<file path="src/inc/scrs_regs.svh">
// register indices, reset values and field positions of the config slice
`ifndef SCRS_REGS_SVH
`define SCRS_REGS_SVH

// register indices; byte address is four times the index
`define SCRS_IDX_REF_BIAS   8'h46
`define SCRS_IDX_PUMP       8'h48
`define SCRS_IDX_SPARE0     8'h50
`define SCRS_IDX_SPARE1     8'h51
`define SCRS_IDX_TEMP_CTL   8'h60
`define SCRS_IDX_TEMP_RES   8'h61
`define SCRS_IDX_LANE_PWR   8'h70
`define SCRS_IDX_DARK_CAL   8'h80
`define SCRS_IDX_AUTO_CAL   8'h81
`define SCRS_IDX_CAL_ERR    8'h88

// reset values
`define SCRS_RST_REF_BIAS   16'h8888
`define SCRS_RST_PUMP       16'h1200
`define SCRS_RST_SPARE0     16'h0000
`define SCRS_RST_SPARE1     16'h8881
`define SCRS_RST_TEMP_CTL   16'h0000
`define SCRS_RST_TEMP_RES   8'h00
`define SCRS_RST_LANE_PWR   16'h0000
`define SCRS_RST_DARK_CAL   16'h4008
`define SCRS_RST_AUTO_CAL   16'hc001
`define SCRS_RST_CAL_ERR    8'h00
`define SCRS_RST_DATA_LANES 4'h0
`define SCRS_RST_SMP_CNT    8'h01
`define SCRS_RST_RDATA      32'h0000_0000
`define SCRS_ZERO16         16'h0000
`define SCRS_ZERO8          8'h00
`define SCRS_ONE8           8'h01

// field positions
`define SCRS_PUMP_PDT_EN    0
`define SCRS_PUMP_FD_EN     1
`define SCRS_PUMP_PDT_LSB   8
`define SCRS_PUMP_PDT_MSB   10
`define SCRS_PUMP_FD_LSB    12
`define SCRS_PUMP_FD_MSB    14
`define SCRS_TEMP_EN        0
`define SCRS_LANE_CLK       0
`define SCRS_LANE_SYNC      1
`define SCRS_LANE_DATA      2
`define SCRS_DARK_TGT_LSB   0
`define SCRS_DARK_TGT_MSB   7
`define SCRS_DARK_SMP_LSB   8
`define SCRS_DARK_SMP_MSB   10
`define SCRS_AUTO_EN        0
`define SCRS_AUTO_OFS_LSB   1
`define SCRS_AUTO_OFS_MSB   9
`define SCRS_AUTO_SUB       10
`define SCRS_ADDR_IDX_LSB   2
`define SCRS_ADDR_IDX_MSB   9
`define SCRS_DATA_LANES     4

`endif

</file>
<file path="src/inc/scrs_pkg.sv">
// shared types of the sensor config register slice
package scrs_pkg;

   // avalon request as seen by the slave
   typedef struct packed {
      logic        read;
      logic        write;
      logic [9:0]  address;
      logic [31:0] writedata;
      logic [3:0]  byteenable;
   } scrs_avs_req_t;

   // one register write handed from the bus slave to the bank
   typedef struct packed {
      logic        stb;
      logic [7:0]  index;
      logic [15:0] data;
      logic [1:0]  be;
   } scrs_reg_wr_t;

endpackage : scrs_pkg

</file>
<file path="src/verilog/scrs_avs_slave.sv">
// avalon-mm slave front end with one wait state
`timescale 1ns/100ps
`default_nettype none
`include "scrs_regs.svh"

module scrs_avs_slave (
   input  wire logic                   i_clk,
   input  wire logic                   i_srst,
   input  wire scrs_pkg::scrs_avs_req_t i_req,
   input  wire logic [31:0]            i_rdata,
   output logic [31:0]                 o_readdata,
   output logic                        o_waitrequest,
   output logic [7:0]                  o_rd_index,
   output scrs_pkg::scrs_reg_wr_t      o_wr
);

   logic        wait_reg;
   logic [31:0] rdata_reg;

   // waitrequest drops for one cycle after a request is seen
   always_ff @(posedge i_clk) begin
      if (i_srst) begin
         wait_reg <= 1'b1;
      end else if (!wait_reg) begin
         wait_reg <= 1'b1;
      end else if (i_req.read || i_req.write) begin
         wait_reg <= 1'b0;
      end
   end

   // read data captured while waitrequest is still high
   always_ff @(posedge i_clk) begin
      if (i_srst) begin
         rdata_reg <= `SCRS_RST_RDATA;
      end else if (i_req.read && wait_reg) begin
         rdata_reg <= i_rdata;
      end
   end

   // word index from the byte address
   assign o_rd_index = i_req.address[`SCRS_ADDR_IDX_MSB:`SCRS_ADDR_IDX_LSB];

   // write commits at the edge where waitrequest is low
   assign o_wr.stb   = i_req.write && !wait_reg;
   assign o_wr.index = o_rd_index;
   assign o_wr.data  = i_req.writedata[15:0];
   assign o_wr.be    = i_req.byteenable[1:0];

   assign o_readdata    = rdata_reg;
   assign o_waitrequest = wait_reg;

endmodule : scrs_avs_slave
`default_nettype wire

</file>
<file path="src/verilog/scrs_top.sv">
// sensor configuration register slice: pumps, thermal, lanes, dark cal
//
// Register access over Avalon-MM was left to the implementer.
`timescale 1ns/100ps
`default_nettype none
`include "scrs_regs.svh"

// Functional notes
// - pump control bit 0 enables transfer pump
// - pump control bit 1 enables diffusion pump
// - pump trims at 10:8 and 14:12, reset 0x1200
// - thermal diode enable bit, 8-bit read-only result
// - lane power bit 0 powers clock lane
// - lane power bit 1 powers sync lane
// - lane power bit 2 powers all data lanes
// - dark cal bits 7:0 set black target
// - dark cal bits 10:8 give log2 sample count
// - auto calibration enable, else manual offset
// - per-channel sticky calibration error flags, read-only
module scrs_top (
   input  wire logic        i_clk,
   input  wire logic        i_srst,
   // avalon-mm register port
   input  wire logic [9:0]  i_avs_address,
   input  wire logic        i_avs_read,
   input  wire logic        i_avs_write,
   input  wire logic [31:0] i_avs_writedata,
   input  wire logic [3:0]  i_avs_byteenable,
   output logic [31:0]      o_avs_readdata,
   output logic             o_avs_waitrequest,
   // thermal readout from the sensor adc logic
   input  wire logic        i_temp_valid,
   input  wire logic [7:0]  i_temp_code,
   // calibration datapath status
   input  wire logic        i_cal_start,
   input  wire logic [7:0]  i_cal_short,
   // charge pump controls
   output logic             o_pd_trans_pump_en,
   output logic             o_fd_pump_en,
   output logic [2:0]       o_pd_trans_trim,
   output logic [2:0]       o_fd_trim,
   // thermal diode
   output logic             o_temp_diode_en,
   // serializer lane power, one means powered up
   output logic             o_clk_lane_up,
   output logic             o_sync_lane_up,
   output logic [3:0]       o_data_lanes_up,
   // dark level calibration
   output logic [7:0]       o_black_target,
   output logic [2:0]       o_black_samples_log2,
   output logic [7:0]       o_black_sample_count,
   output logic             o_auto_cal_en,
   output logic [8:0]       o_manual_offset,
   output logic             o_manual_offset_sub
);

   // bus side signals
   scrs_pkg::scrs_avs_req_t avs_req;
   scrs_pkg::scrs_reg_wr_t  reg_wr;
   logic [7:0]              rd_index;
   logic [31:0]             rd_mux;

   // software-writable words
   logic [15:0] ref_bias_reg;
   logic [15:0] pump_reg;
   logic [15:0] spare0_reg;
   logic [15:0] spare1_reg;
   logic [15:0] temp_ctl_reg;
   logic [15:0] lane_pwr_reg;
   logic [15:0] dark_cal_reg;
   logic [15:0] auto_cal_reg;

   // hardware-owned and derived state
   logic [7:0]  temp_res_reg;
   logic [7:0]  cal_err_reg;
   logic [7:0]  cal_err_next;
   logic [7:0]  sample_count_reg;
   logic [3:0]  data_lanes_reg;

   // decoded write strobes, one per writable word
   logic        wr_ref_bias;
   logic        wr_pump;
   logic        wr_spare0;
   logic        wr_spare1;
   logic        wr_temp_ctl;
   logic        wr_lane_pwr;
   logic        wr_dark_cal;
   logic        wr_auto_cal;

   // true when the pending write targets the given index
   function automatic logic wr_hit(
      input scrs_pkg::scrs_reg_wr_t wr,
      input logic [7:0]             idx
   );
      wr_hit = wr.stb && (wr.index == idx);
   endfunction : wr_hit

   // byte-lane merge of a 16-bit register write
   function automatic logic [15:0] merge16(
      input logic [15:0] old,
      input logic [15:0] data,
      input logic [1:0]  be
   );
      merge16 = old;
      if (be[0]) begin
         merge16[7:0] = data[7:0];
      end
      if (be[1]) begin
         merge16[15:8] = data[15:8];
      end
   endfunction : merge16

   // two raised to a 3-bit exponent
   function automatic logic [7:0] pow2(
      input logic [2:0] exp
   );
      pow2 = `SCRS_ONE8 << exp;
   endfunction : pow2

   // zero-extend a 16-bit word onto the read bus
   function automatic logic [31:0] word32(
      input logic [15:0] w
   );
      word32 = {`SCRS_ZERO16, w};
   endfunction : word32

   // zero-extend an 8-bit field onto the read bus
   function automatic logic [31:0] byte32(
      input logic [7:0] b
   );
      byte32 = {`SCRS_ZERO16, `SCRS_ZERO8, b};
   endfunction : byte32

   // gather the bus request into its carrier
   assign avs_req.read       = i_avs_read;
   assign avs_req.write      = i_avs_write;
   assign avs_req.address    = i_avs_address;
   assign avs_req.writedata  = i_avs_writedata;
   assign avs_req.byteenable = i_avs_byteenable;

   // bus slave with one wait state
   scrs_avs_slave u_slave (
      .i_clk         (i_clk),
      .i_srst        (i_srst),
      .i_req         (avs_req),
      .i_rdata       (rd_mux),
      .o_readdata    (o_avs_readdata),
      .o_waitrequest (o_avs_waitrequest),
      .o_rd_index    (rd_index),
      .o_wr          (reg_wr)
   );

   // write strobes; read-only and unmapped words get none
   assign wr_ref_bias = wr_hit(reg_wr, `SCRS_IDX_REF_BIAS);
   assign wr_pump     = wr_hit(reg_wr, `SCRS_IDX_PUMP);
   assign wr_spare0   = wr_hit(reg_wr, `SCRS_IDX_SPARE0);
   assign wr_spare1   = wr_hit(reg_wr, `SCRS_IDX_SPARE1);
   assign wr_temp_ctl = wr_hit(reg_wr, `SCRS_IDX_TEMP_CTL);
   assign wr_lane_pwr = wr_hit(reg_wr, `SCRS_IDX_LANE_PWR);
   assign wr_dark_cal = wr_hit(reg_wr, `SCRS_IDX_DARK_CAL);
   assign wr_auto_cal = wr_hit(reg_wr, `SCRS_IDX_AUTO_CAL);

   // analog reference bias word, stored only
   always_ff @(posedge i_clk) begin
      if (i_srst) begin
         ref_bias_reg <= `SCRS_RST_REF_BIAS;
      end else if (wr_ref_bias) begin
         ref_bias_reg <= merge16(ref_bias_reg, reg_wr.data,
                                 reg_wr.be);
      end
   end

   // charge pump enables and trims
   always_ff @(posedge i_clk) begin
      if (i_srst) begin
         pump_reg <= `SCRS_RST_PUMP;
      end else if (wr_pump) begin
         pump_reg <= merge16(pump_reg, reg_wr.data, reg_wr.be);
      end
   end

   // spare block words, stored and returned
   always_ff @(posedge i_clk) begin
      if (i_srst) begin
         spare0_reg <= `SCRS_RST_SPARE0;
      end else if (wr_spare0) begin
         spare0_reg <= merge16(spare0_reg, reg_wr.data, reg_wr.be);
      end
   end

   // second spare word
   always_ff @(posedge i_clk) begin
      if (i_srst) begin
         spare1_reg <= `SCRS_RST_SPARE1;
      end else if (wr_spare1) begin
         spare1_reg <= merge16(spare1_reg, reg_wr.data, reg_wr.be);
      end
   end

   // thermal diode enable
   always_ff @(posedge i_clk) begin
      if (i_srst) begin
         temp_ctl_reg <= `SCRS_RST_TEMP_CTL;
      end else if (wr_temp_ctl) begin
         temp_ctl_reg <= merge16(temp_ctl_reg, reg_wr.data,
                                 reg_wr.be);
      end
   end

   // thermal result, taken only while the diode is on
   always_ff @(posedge i_clk) begin
      if (i_srst) begin
         temp_res_reg <= `SCRS_RST_TEMP_RES;
      end else if (i_temp_valid && temp_ctl_reg[`SCRS_TEMP_EN]) begin
         temp_res_reg <= i_temp_code;
      end
   end

   // serializer lane power
   always_ff @(posedge i_clk) begin
      if (i_srst) begin
         lane_pwr_reg <= `SCRS_RST_LANE_PWR;
      end else if (wr_lane_pwr) begin
         lane_pwr_reg <= merge16(lane_pwr_reg, reg_wr.data, reg_wr.be);
      end
   end

   // data lanes switch together from one control bit
   always_ff @(posedge i_clk) begin
      if (i_srst) begin
         data_lanes_reg <= `SCRS_RST_DATA_LANES;
      end else begin
         data_lanes_reg <=
            {`SCRS_DATA_LANES{lane_pwr_reg[`SCRS_LANE_DATA]}};
      end
   end

   // dark level target and sample exponent
   always_ff @(posedge i_clk) begin
      if (i_srst) begin
         dark_cal_reg <= `SCRS_RST_DARK_CAL;
      end else if (wr_dark_cal) begin
         dark_cal_reg <= merge16(dark_cal_reg, reg_wr.data, reg_wr.be);
      end
   end

   // sample count follows the exponent one cycle later
   always_ff @(posedge i_clk) begin
      if (i_srst) begin
         sample_count_reg <= `SCRS_RST_SMP_CNT;
      end else begin
         sample_count_reg <= pow2(
            dark_cal_reg[`SCRS_DARK_SMP_MSB:`SCRS_DARK_SMP_LSB]);
      end
   end

   // auto calibration enable and manual offset
   always_ff @(posedge i_clk) begin
      if (i_srst) begin
         auto_cal_reg <= `SCRS_RST_AUTO_CAL;
      end else if (wr_auto_cal) begin
         auto_cal_reg <= merge16(auto_cal_reg, reg_wr.data, reg_wr.be);
      end
   end

   // error flags: start clears, a short channel sets; set wins
   always_comb begin
      cal_err_next = cal_err_reg;
      if (i_cal_start) begin
         cal_err_next = `SCRS_ZERO8;
      end
      // or in after the clear so a set wins
      cal_err_next = cal_err_next | i_cal_short;
   end

   // error flag register
   always_ff @(posedge i_clk) begin
      if (i_srst) begin
         cal_err_reg <= `SCRS_RST_CAL_ERR;
      end else begin
         cal_err_reg <= cal_err_next;
      end
   end

   // read decode, unmapped words read as zero
   always_comb begin
      rd_mux = `SCRS_RST_RDATA;
      if (rd_index == `SCRS_IDX_REF_BIAS) begin
         rd_mux = word32(ref_bias_reg);
      end else if (rd_index == `SCRS_IDX_PUMP) begin
         rd_mux = word32(pump_reg);
      end else if (rd_index == `SCRS_IDX_SPARE0) begin
         rd_mux = word32(spare0_reg);
      end else if (rd_index == `SCRS_IDX_SPARE1) begin
         rd_mux = word32(spare1_reg);
      end else if (rd_index == `SCRS_IDX_TEMP_CTL) begin
         rd_mux = word32(temp_ctl_reg);
      end else if (rd_index == `SCRS_IDX_TEMP_RES) begin
         rd_mux = byte32(temp_res_reg);
      end else if (rd_index == `SCRS_IDX_LANE_PWR) begin
         rd_mux = word32(lane_pwr_reg);
      end else if (rd_index == `SCRS_IDX_DARK_CAL) begin
         rd_mux = word32(dark_cal_reg);
      end else if (rd_index == `SCRS_IDX_AUTO_CAL) begin
         rd_mux = word32(auto_cal_reg);
      end else if (rd_index == `SCRS_IDX_CAL_ERR) begin
         rd_mux = byte32(cal_err_reg);
      end
   end

   // charge pump outputs straight from the control word
   assign o_pd_trans_pump_en = pump_reg[`SCRS_PUMP_PDT_EN];
   assign o_fd_pump_en       = pump_reg[`SCRS_PUMP_FD_EN];

   // pump trims, three bits each
   assign o_pd_trans_trim    =
      pump_reg[`SCRS_PUMP_PDT_MSB:`SCRS_PUMP_PDT_LSB];
   assign o_fd_trim          =
      pump_reg[`SCRS_PUMP_FD_MSB:`SCRS_PUMP_FD_LSB];

   // thermal diode control
   assign o_temp_diode_en = temp_ctl_reg[`SCRS_TEMP_EN];

   // lane power; zero keeps the lane powered down
   assign o_clk_lane_up   = lane_pwr_reg[`SCRS_LANE_CLK];
   assign o_sync_lane_up  = lane_pwr_reg[`SCRS_LANE_SYNC];

   // data lanes, one cycle behind their control bit
   assign o_data_lanes_up = data_lanes_reg;

   // calibration settings
   assign o_black_target       =
      dark_cal_reg[`SCRS_DARK_TGT_MSB:`SCRS_DARK_TGT_LSB];
   assign o_black_samples_log2 =
      dark_cal_reg[`SCRS_DARK_SMP_MSB:`SCRS_DARK_SMP_LSB];
   assign o_black_sample_count = sample_count_reg;

   // automatic calibration enable
   assign o_auto_cal_en        = auto_cal_reg[`SCRS_AUTO_EN];

   // manual offset and its sign, used in bypass
   assign o_manual_offset      =
      auto_cal_reg[`SCRS_AUTO_OFS_MSB:`SCRS_AUTO_OFS_LSB];
   assign o_manual_offset_sub  = auto_cal_reg[`SCRS_AUTO_SUB];

endmodule : scrs_top
`default_nettype wire
</file>
<file path="config.mk">
export PLATFORM = sky130hd
export DESIGN_NAME = scrs_top
export DESIGN_NICKNAME = d
export VERILOG_FILES = /design/src/inc/scrs_pkg.sv /design/src/verilog/scrs_avs_slave.sv /design/src/verilog/scrs_top.sv
export VERILOG_INCLUDE_DIRS = /design/src /design/src/inc
export SDC_FILE = /design/constraint.sdc
export NUM_CORES = 1
export LEC_CHECK = 0
export BUFFER_PORTS_ARGS = -buffer_cell sky130_fd_sc_hd__buf_4
export CORE_ASPECT_RATIO = 2
export CORE_MARGIN = 3
export CORE_UTILIZATION = 45
export CTS_BUF_LIST = sky130_fd_sc_hd__clkbuf_4 sky130_fd_sc_hd__clkbuf_8
export CTS_CLUSTER_SIZE = 24
export DETAILED_ROUTE_END_ITERATION = 8
export PLACE_DENSITY = 0.75
export SLEW_MARGIN = 20
export SYNTH_ARGS = -nofsm -noshare
export SYNTH_HDL_FRONTEND = slang
export SYNTH_HIERARCHICAL = 1
export SYNTH_SLANG_ARGS = --single-unit
</file>
<file path="constraint.sdc">
create_clock -name i_clk -period 3.2 [get_ports i_clk]
set_input_delay 0.32 -clock i_clk [delete_from_list [all_inputs] [get_ports i_clk]]
set_output_delay 0.32 -clock i_clk [all_outputs]
set_load 0.01 [all_outputs]
</file>
* Word-level counts from Yosys, hierarchy flattened
Index checks and enable logic that the tools add are counted.
Word-level totals: register bits 186, latch bits 0, bits in writable memories 0, bits in read-only memories 0, input bits 68, output and inout bits 78, word-level logic and storage cells 77, memories kept 0
Cells by class: add/sub/neg operators 0, $mul 0, divide/modulo/power cells 0, $lt $le $gt $ge 0, equal/unequal tests 10, shift-type cells 1, mux-type cells 12, bitwise gates (word level) 2, reductions and logical operators 30
Operator list (count):
- $mux 16 | 9
- $eq 8x7->1 const B | 7
- $reduce_and 2->1 | 16
- $eq 8x8->1 const B | 3
- $mux 8 | 2
- $logic_and 1x1->1 | 11
- $or 8x8->8 | 1
- $shl 1x3->8 const A | 1
- $reduce_or 2->1 | 1
- $logic_not 1->1 | 1
- $logic_or 1x1->1 | 1
- $mux 1 | 1
- $not 1->1 | 1

* Logic depth before layout (Yosys ltp)
Gate-level depths: netlist (run 1).
depth after elaboration 11, gate-level depth with buffers 10, gate-level depth less buffers 6

* Hierarchy
The synthesis (run 1) kept the hierarchy.
By module, submodules not included:
- scrs_top | instances 1, cells an instance 846, area an instance 7549.7 sq um, seq. area each 3062.9 sq um
- scrs_avs_slave | instances 1, cells an instance 184, area an instance 1770.4 sq um, seq. area each 660.6 sq um

* Worst setup path after synthesis (run 1)
OpenSTA, ideal clock, no wires.
path kind reg2reg, from reg u_slave.wait_reg, in the netlist u_slave/o_waitrequest, to reg pump_reg[0], setup time 0.128 ns, arrival time 2.032 ns, data required time 3.072 ns, setup slack 1.040 ns, cell stages (with the launch flop) 9, path buffers 3, period minus slack after synthesis 2.160 ns, path through dfxtp_1 > buf_6 > buf_6 > nor2b_1 > nor3b_1 > buf_1 > nand4_1 > mux2i_1 > nor2_1
RTL lines:
- start: declaration | line scrs_avs_slave.sv:17 | logic wait_reg;
- start signal: assignment | line scrs_avs_slave.sv:23 | wait_reg <= 1'b1;
- start signal: assignment | line scrs_avs_slave.sv:25 | wait_reg <= 1'b1;
- start signal: assignment | line scrs_avs_slave.sv:27 | wait_reg <= 1'b0;
- end signal: assignment | line scrs_top.sv:176 | pump_reg <= `SCRS_RST_PUMP;
- end signal: assignment | line scrs_top.sv:178 | pump_reg <= merge16(pump_reg, reg_wr.data, reg_wr.be);
- end: declaration | line scrs_top.sv:65 | logic [15:0] pump_reg;

* Worst setup path in the final report (run 1)
from in i_avs_address[6], to reg u_slave.rdata_reg[10], in the netlist u_slave/o_readdata[10]
Between the ends: longest elaborated chain between the ends 10, elaborated cells between the ends (all ways) 18, those cells by class eq/ne: 9; mux: 9
Ends and longest elaborated chain:
- start: declaration | line scrs_top.sv:24 | input wire logic [9:0] i_avs_address,
- $eq 8x8->1 (no source line)
- $mux 16 | line scrs_top.sv:304 | end else if (rd_index == `SCRS_IDX_AUTO_CAL) begin
- $mux 16 | line scrs_top.sv:302 | end else if (rd_index == `SCRS_IDX_DARK_CAL) begin
- $mux 16 | line scrs_top.sv:300 | end else if (rd_index == `SCRS_IDX_LANE_PWR) begin
- $mux 16 | line scrs_top.sv:298 | end else if (rd_index == `SCRS_IDX_TEMP_RES) begin
- $mux 16 | line scrs_top.sv:296 | end else if (rd_index == `SCRS_IDX_TEMP_CTL) begin
- $mux 16 | line scrs_top.sv:294 | end else if (rd_index == `SCRS_IDX_SPARE1) begin
- $mux 16 | line scrs_top.sv:292 | end else if (rd_index == `SCRS_IDX_SPARE0) begin
- $mux 16 | line scrs_top.sv:290 | end else if (rd_index == `SCRS_IDX_PUMP) begin
- $mux 16 * | line scrs_top.sv:288 | if (rd_index == `SCRS_IDX_REF_BIAS) begin
- via rd_mux[10] | line scrs_top.sv:61 | logic [31:0] rd_mux;
- end signal: assignment | line scrs_avs_slave.sv:34 | rdata_reg <= `SCRS_RST_RDATA;
- end signal: assignment | line scrs_avs_slave.sv:36 | rdata_reg <= i_rdata;
- end: declaration | line scrs_avs_slave.sv:18 | logic [31:0] rdata_reg;
Mark *: on every way through the listed nets, which the timed path passes. The rest lies on a longest branch. A chain may end at the register's enable or synchronous reset.

==> results.yml, run 1 <==
final_layout:
  largest_reg_flops: 32
  nets: 1135
  n_antenna_cell: 0
  area_growth_pct: 11.1
  instances_no_fill: 1342
  drive_gt1_share_pct: 21.9
  finish.instance_area_um2: 10400
detailed_routing:
  wl_per_cell_um: 17.7
  drtIter0Drc: 518
  via_per_inst: 5.59
  drt_wl_total_um: 23700
  vias: 7502
  drt-pass1-iter-count: 5
  drc: 0
  antenna_left: 0
floorplanning:
  start_util_pct: 46.4
  core-area_um2: 20100
  die_h_um: 210
  die-width_um: 108
  rows: 73
  dieArea_um2: 22600
  io_pins: 146
pwr:
  p_leak_nw: 4.88
  power_frac_seq_pct: 55.7
  internal-power_mw: 3.03
  p_switching_mw: 1.18
  power_density_nw_per_um2: 406
  p_comb_share_pct: 9.0
  clkPwrFrac_pct: 35.2
  peakVddDrop_v: 0.000318
  swShare_pct: 28.0
  report.power.total_mw: 4.20
timing:
  fin_tns_setup_ps: 0
  fin_crit_ps: 2050
  max_freq_mhz: 487
  clock_skew_ps: 16.3
  rsz0062_at_grt: "no"
  timing.final.ws_setup_ps: 1150
  hold_violations: 0
  worst_slew_pin_slew_ps: 856
  drv_slew: 0
  period_share_pct: 64.1
  finalSetupViolations: 0
  timing.slew.headroom_pct: 42.2
global_routing:
  use_met1_pct: 25.1
  antenna_found_initial: 0
  grt_usage_pct: 21.3
  grt_pass1_wl_um: 38300
  grt_max_degree: 79
  top_usage_layer: "met2"
  use_met2_pct: 35.5
  grt.met3_usage_pct: 3.42
  grt.overflow.total: 0
  grt_pass1_vias: 7213
clock_network:
  h-tree-depth: 4
  cts_num_sinks: 186
  cts_buffer_depth: 2
  root_buffer: "clkbuf_8"
  cts_tree: "built"
  postCtsHoldBufs: 4
  cts_made_buffers: 17
  path_clk_slew_ps: 90
  cts.repair.resized: 0
  clock_latency_ps: 500
  cts_setup_buffers: 0
critical_path:
  crit_arrival_ps: 2480
  cp_max_fo: 31
  critPathLaunchType: "input pin"
  critPathMaxStageDelay_ps: 740
  cp_slowest_cell: "nor4bb_1"
  crit_chain: "buf_4, nor4bb_1, buf_4, and2_1, o21ai_0, a22oi_1, nand3_1, a21oi_2"
  critical_path_class: "input pin to flop"
  cp.required_ps: 3630
  cp.buffers_inverters: 2
  end_kind: "flop"
  cp_common_cell: "buf_4"
  critPathTopFamily: "simple AND/OR/NAND/NOR gates"
yosys:
  async_reset_ff_share_pct: 0
  ys.flop_type: "dfxtp_1"
  synth_cell_types: 57
  postSynthCellCount: 1030
  synth-edff-count: 0
  ys_warn_count: 6
  post_synth.cell_area_avg_um2: 9.05
  synth_seq_cells: 186
  synth_seq_area_share_pct: 40.0
  syn_area_um2: 9320
placement:
  pre_cts_ws_ps: 719
  dp.final_hpwl_um: 16700
  placed_area_um2: 9950
  dp_cells: 1306
  portBuffers: 125
  globalplace.congestion: 0.862
flow_run:
  maxCapViolCount: 0
run_status:
  status: "completed"
min_path:
  hold_class: "input pin to flop"
power groups by stage:
stage	logic (mW)	registers, mW	clock network (mW)
2_1_floorplan	0.273	2.40	0
3_3_place_gp	0.368	2.40	0
3_5_place_dp	0.372	2.40	0
4_1_cts	0.377	2.34	1.53
5_1_grt	0.410	2.35	1.61
6_report	0.379	2.34	1.48
cells in the final DEF (no fill, tap or decap), drive strengths merged, types with 3 or more instances in the layout:
master / count
a211oi: 5
nand4: 16
o21ai: 17
clkinvlp: 5
nand2: 27
a211o: 15
nor4b: 4
nor3b: 8
buf: 147
a21bo: 32
nor2b: 8
a2111oi: 7
a22oi: 13
and2: 5
dfxtp: 186
o22ai: 17
nand3b: 3
conb: 16
mux2i: 132
a21o: 5
nor3: 15
a221oi: 6
dlygate4sd3: 4
clkbuf: 17
or3: 19
and3b: 5
nand3: 41
nor4: 14
and3: 10
nand2b: 7
inv: 26
nor2: 147
a21oi: 69
o2bb2ai: 9
final timing paths:
check                        start                endpoint  slack (ps)  depth (start not counted)
max reg2reg  u_slave/o_waitrequest        auto_cal_reg[15]        1270                          5
min                 i_cal_short[3]          cal_err_reg[3]          30                          3
min reg2reg       dark_cal_reg[14]        dark_cal_reg[14]         460                          1
max               i_avs_address[6]  u_slave/o_readdata[10]        1150                          8
Yosys cell counts, types with 16 or more instances:
cell | number | area, µm²
o21ai_0 | 17 | 85.1
buf_4 | 68 | 510
mux2i_1 | 132 | 1320
nor2_1 | 147 | 552
a21oi_2 | 17 | 149
buf_2 | 16 | 80.1
inv_1 | 18 | 67.6
nand3_1 | 41 | 205
a21bo_1 | 19 | 190
a21oi_1 | 52 | 260
dfxtp_1 | 186 | 3720
clkbuf_1 | 48 | 180
nand2_1 | 27 | 101
o22ai_1 | 17 | 106
or3_1 | 19 | 119
cell families (layout without fill, tap and decap cells):
| group | after synthesis | count (layout) | synth area share [%] |
|---|---|---|---|
| simple gates | 342 | 342 | 19.7 |
| compound gates | 203 | 203 | 16.0 |
| flops | 186 | 186 | 40.0 |
| buf+inv | 166 | 201 | 10.1 |
| mux | 132 | 132 | 14.2 |
| other cells | 1 | 16 | 0.0402 |
layer usage:
layer,share of wire (%),up-vias
met5,0,-
met4,4.6,0
met3,4.7,72
met2,51,244
met1,40,3548
li1,-,3638
through the flow:
step | util [%] | hold WS (ps)
after global placement | 49.5 | 439
final | 51.5 | 34.9
after detailed placement | 49.5 | 442
after CTS | 51.5 | 1.21
after floorplan | - | 427
after global routing | 51.5 | 28.6
worst register-to-register path, delay by kind of cell (launching register included):
| kind | cells | cell delay, ps |
|---|---|---|
| DFF | 1 | 330 |
| AOI/OAI and AO/OA | 1 | 440 |
| buffers and inverters | 1 | 210 |
| and+or+nand+nor | 3 | 830 |
area by class of cell:
| cell class | instances | area, µm² |
|---|---|---|
| fillers | 1882 | 9740 |
| well taps | 262 | 328 |
| inverters | 18 | 67.6 |
| flip-flops and latches | 186 | 3720 |
| repair buffers | 151 | 1160 |
| clock buffers | 17 | 234 |
| multi-input cells | 693 | 4710 |
| clock inverters | 15 | 128 |
Power figures use the tool's default switching activity.
==> run 2, diff against run 1 <==
==> constraint.sdc (replaced) <==
create_clock -name i_clk -period 1.9 [get_ports i_clk]
set_input_delay 0.19 -clock i_clk [delete_from_list [all_inputs] [get_ports i_clk]]
set_output_delay 0.19 -clock i_clk [all_outputs]
set_load 0.01 [all_outputs]
==> results.yml, run 2 (synthesis gave the netlist of run 1 again) <==
run_status:
  status: "completed"
timing:
  fin_crit_ps: 1810
  clock_skew_ps: 13.8
  drv_slew: 0
  finalSetupViolations: 0
  timing.final.ws_setup_ps: 86.7
  timing.slew.headroom_pct: 55.8
  hold_violations: 0
  rsz0062_at_grt: "no"
  period_share_pct: 95.4
  worst_slew_pin_slew_ps: 663
  max_freq_mhz: 551
  fin_hold_ws_ps: 30.7
detailed_routing:
  drt_wl_total_um: 29200
  wl_per_cell_um: 20.0
  drt-pass1-iter-count: 6
  antenna_left: 0
  drtIter0Drc: 391
  via_per_inst: 5.56
  drc: 0
  vias: 8102
clock_network:
  cts_made_buffers: 17
  cts_setup_buffers: 0
  postCtsHoldBufs: 27
  cts_buffer_depth: 2
  clock_latency_ps: 500
  cts_tree: "built"
  cts.repair.resized: 0
  h-tree-depth: 4
  cts_num_sinks: 186
  path_clk_slew_ps: 100
  root_buffer: "clkbuf_8"
placement:
  portBuffers: 125
  pre_cts_ws_ps: -207
  globalplace.congestion: 1.03
  dp.final_hpwl_um: 21900
  placed_area_um2: 10800
global_routing:
  grt_usage_pct: 26.0
  grt.overflow.total: 0
  grt_pass1_vias: 8279
  antenna_found_initial: 1
  grt_max_degree: 72
  grt_pass1_wl_um: 44300
critical_path:
  cp_max_fo: 66
  crit_arrival_ps: 1620
  critical_path_class: "flop to output pin"
  cp.required_ps: 1710
  end_kind: "output pin"
  critPathLaunchType: "flop"
pwr:
  peakVddDrop_v: 0.000624
  p_leak_nw: 5.46
  report.power.total_mw: 7.25
  power_density_nw_per_um2: 637
final_layout:
  largest_reg_flops: 32
  drive_gt1_share_pct: 27.5
  area_growth_pct: 22.3
  fin_util_pct: 56.7
  final_common_cell: "buf_4"
  layout_common_cells: "228 x buf_4, 185 x dfxtp_1, 147 x nor2_1"
  finish.instance_area_um2: 11400
  nets: 1250
floorplanning:
  rows: 73
  start_util_pct: 46.4
  io_pins: 146
  die-width_um: 108
  core-area_um2: 20100
  dieArea_um2: 22600
  die_h_um: 210
flow_run:
  maxCapViolCount: 0
min_path:
  hold_class: "input pin to flop"
[run 2: cell count changes in the layout (fill, tap and decap cells not counted), sizes merged]
cell and change:
buf +92, inv -1, dlygate4sd3 +23, clkbuf +2, diode +1, clkinv +1, clkinvlp -2
[run 2: critical path, stage by stage, from the launching register on]
cell and delay (ps):
dfxtp_2 340, buf_4 540, buf_4 240
[run 2: area by class of cell]
| cell class | instances | area [µm²] |
|---|---|---|
| Timing Repair Buffer | 266 | 2190 |
| Clock buffer | 19 | 255 |
| Clock inverter | 13 | 109 |
| Multi-Input combinational cell | 693 | 4710 |
| Antenna cell | 1 | 2.50 |
| Inverter | 18 | 67.6 |
| Sequential cell | 186 | 3720 |
| Fill cell | 1837 | 8700 |
| Tap cell | 262 | 328 |
[run 2: path summary, 6_finish.rpt]
kind | from | slack (ps) | endpoint | depth (start not counted)
setup reg to reg | u_slave/o_waitrequest | 130 | auto_cal_reg[3] | 8
hold / removal | i_avs_writedata[14] | 30 | spare0_reg[14] | 3
setup / recovery | u_slave/o_waitrequest | 90 | o_avs_waitrequest | 2
hold reg to reg | temp_res_reg[4] | 460 | temp_res_reg[4] | 2
[run 2: through the flow]
step                std cells  setup TNS, ps
CTS                      1457              0
global placement         1398          -2020
detailed placement       1398          -2210
global route             1458              0
finish                   1458              0
floorplan                1045          -65.0
[run 2: report_power, final]
part           switching, mW  total [mW]  internal [mW]
Sequential            0.0195        3.95           3.93
Combinational          0.468       0.781          0.313
Clock                   1.54        2.52          0.987
Total                   2.02        7.25           5.23
[run 2: routing by layer]
metal / routed length [µm] / global-route usage, % / share of wire (%)
met5: 0 / 0 / 0
met4: 2930 / 23.3 / 10
met3: 1010 / 4.22 / 3.5
met2: 15600 / 47.3 / 53
met1: 9680 / 24.0 / 33
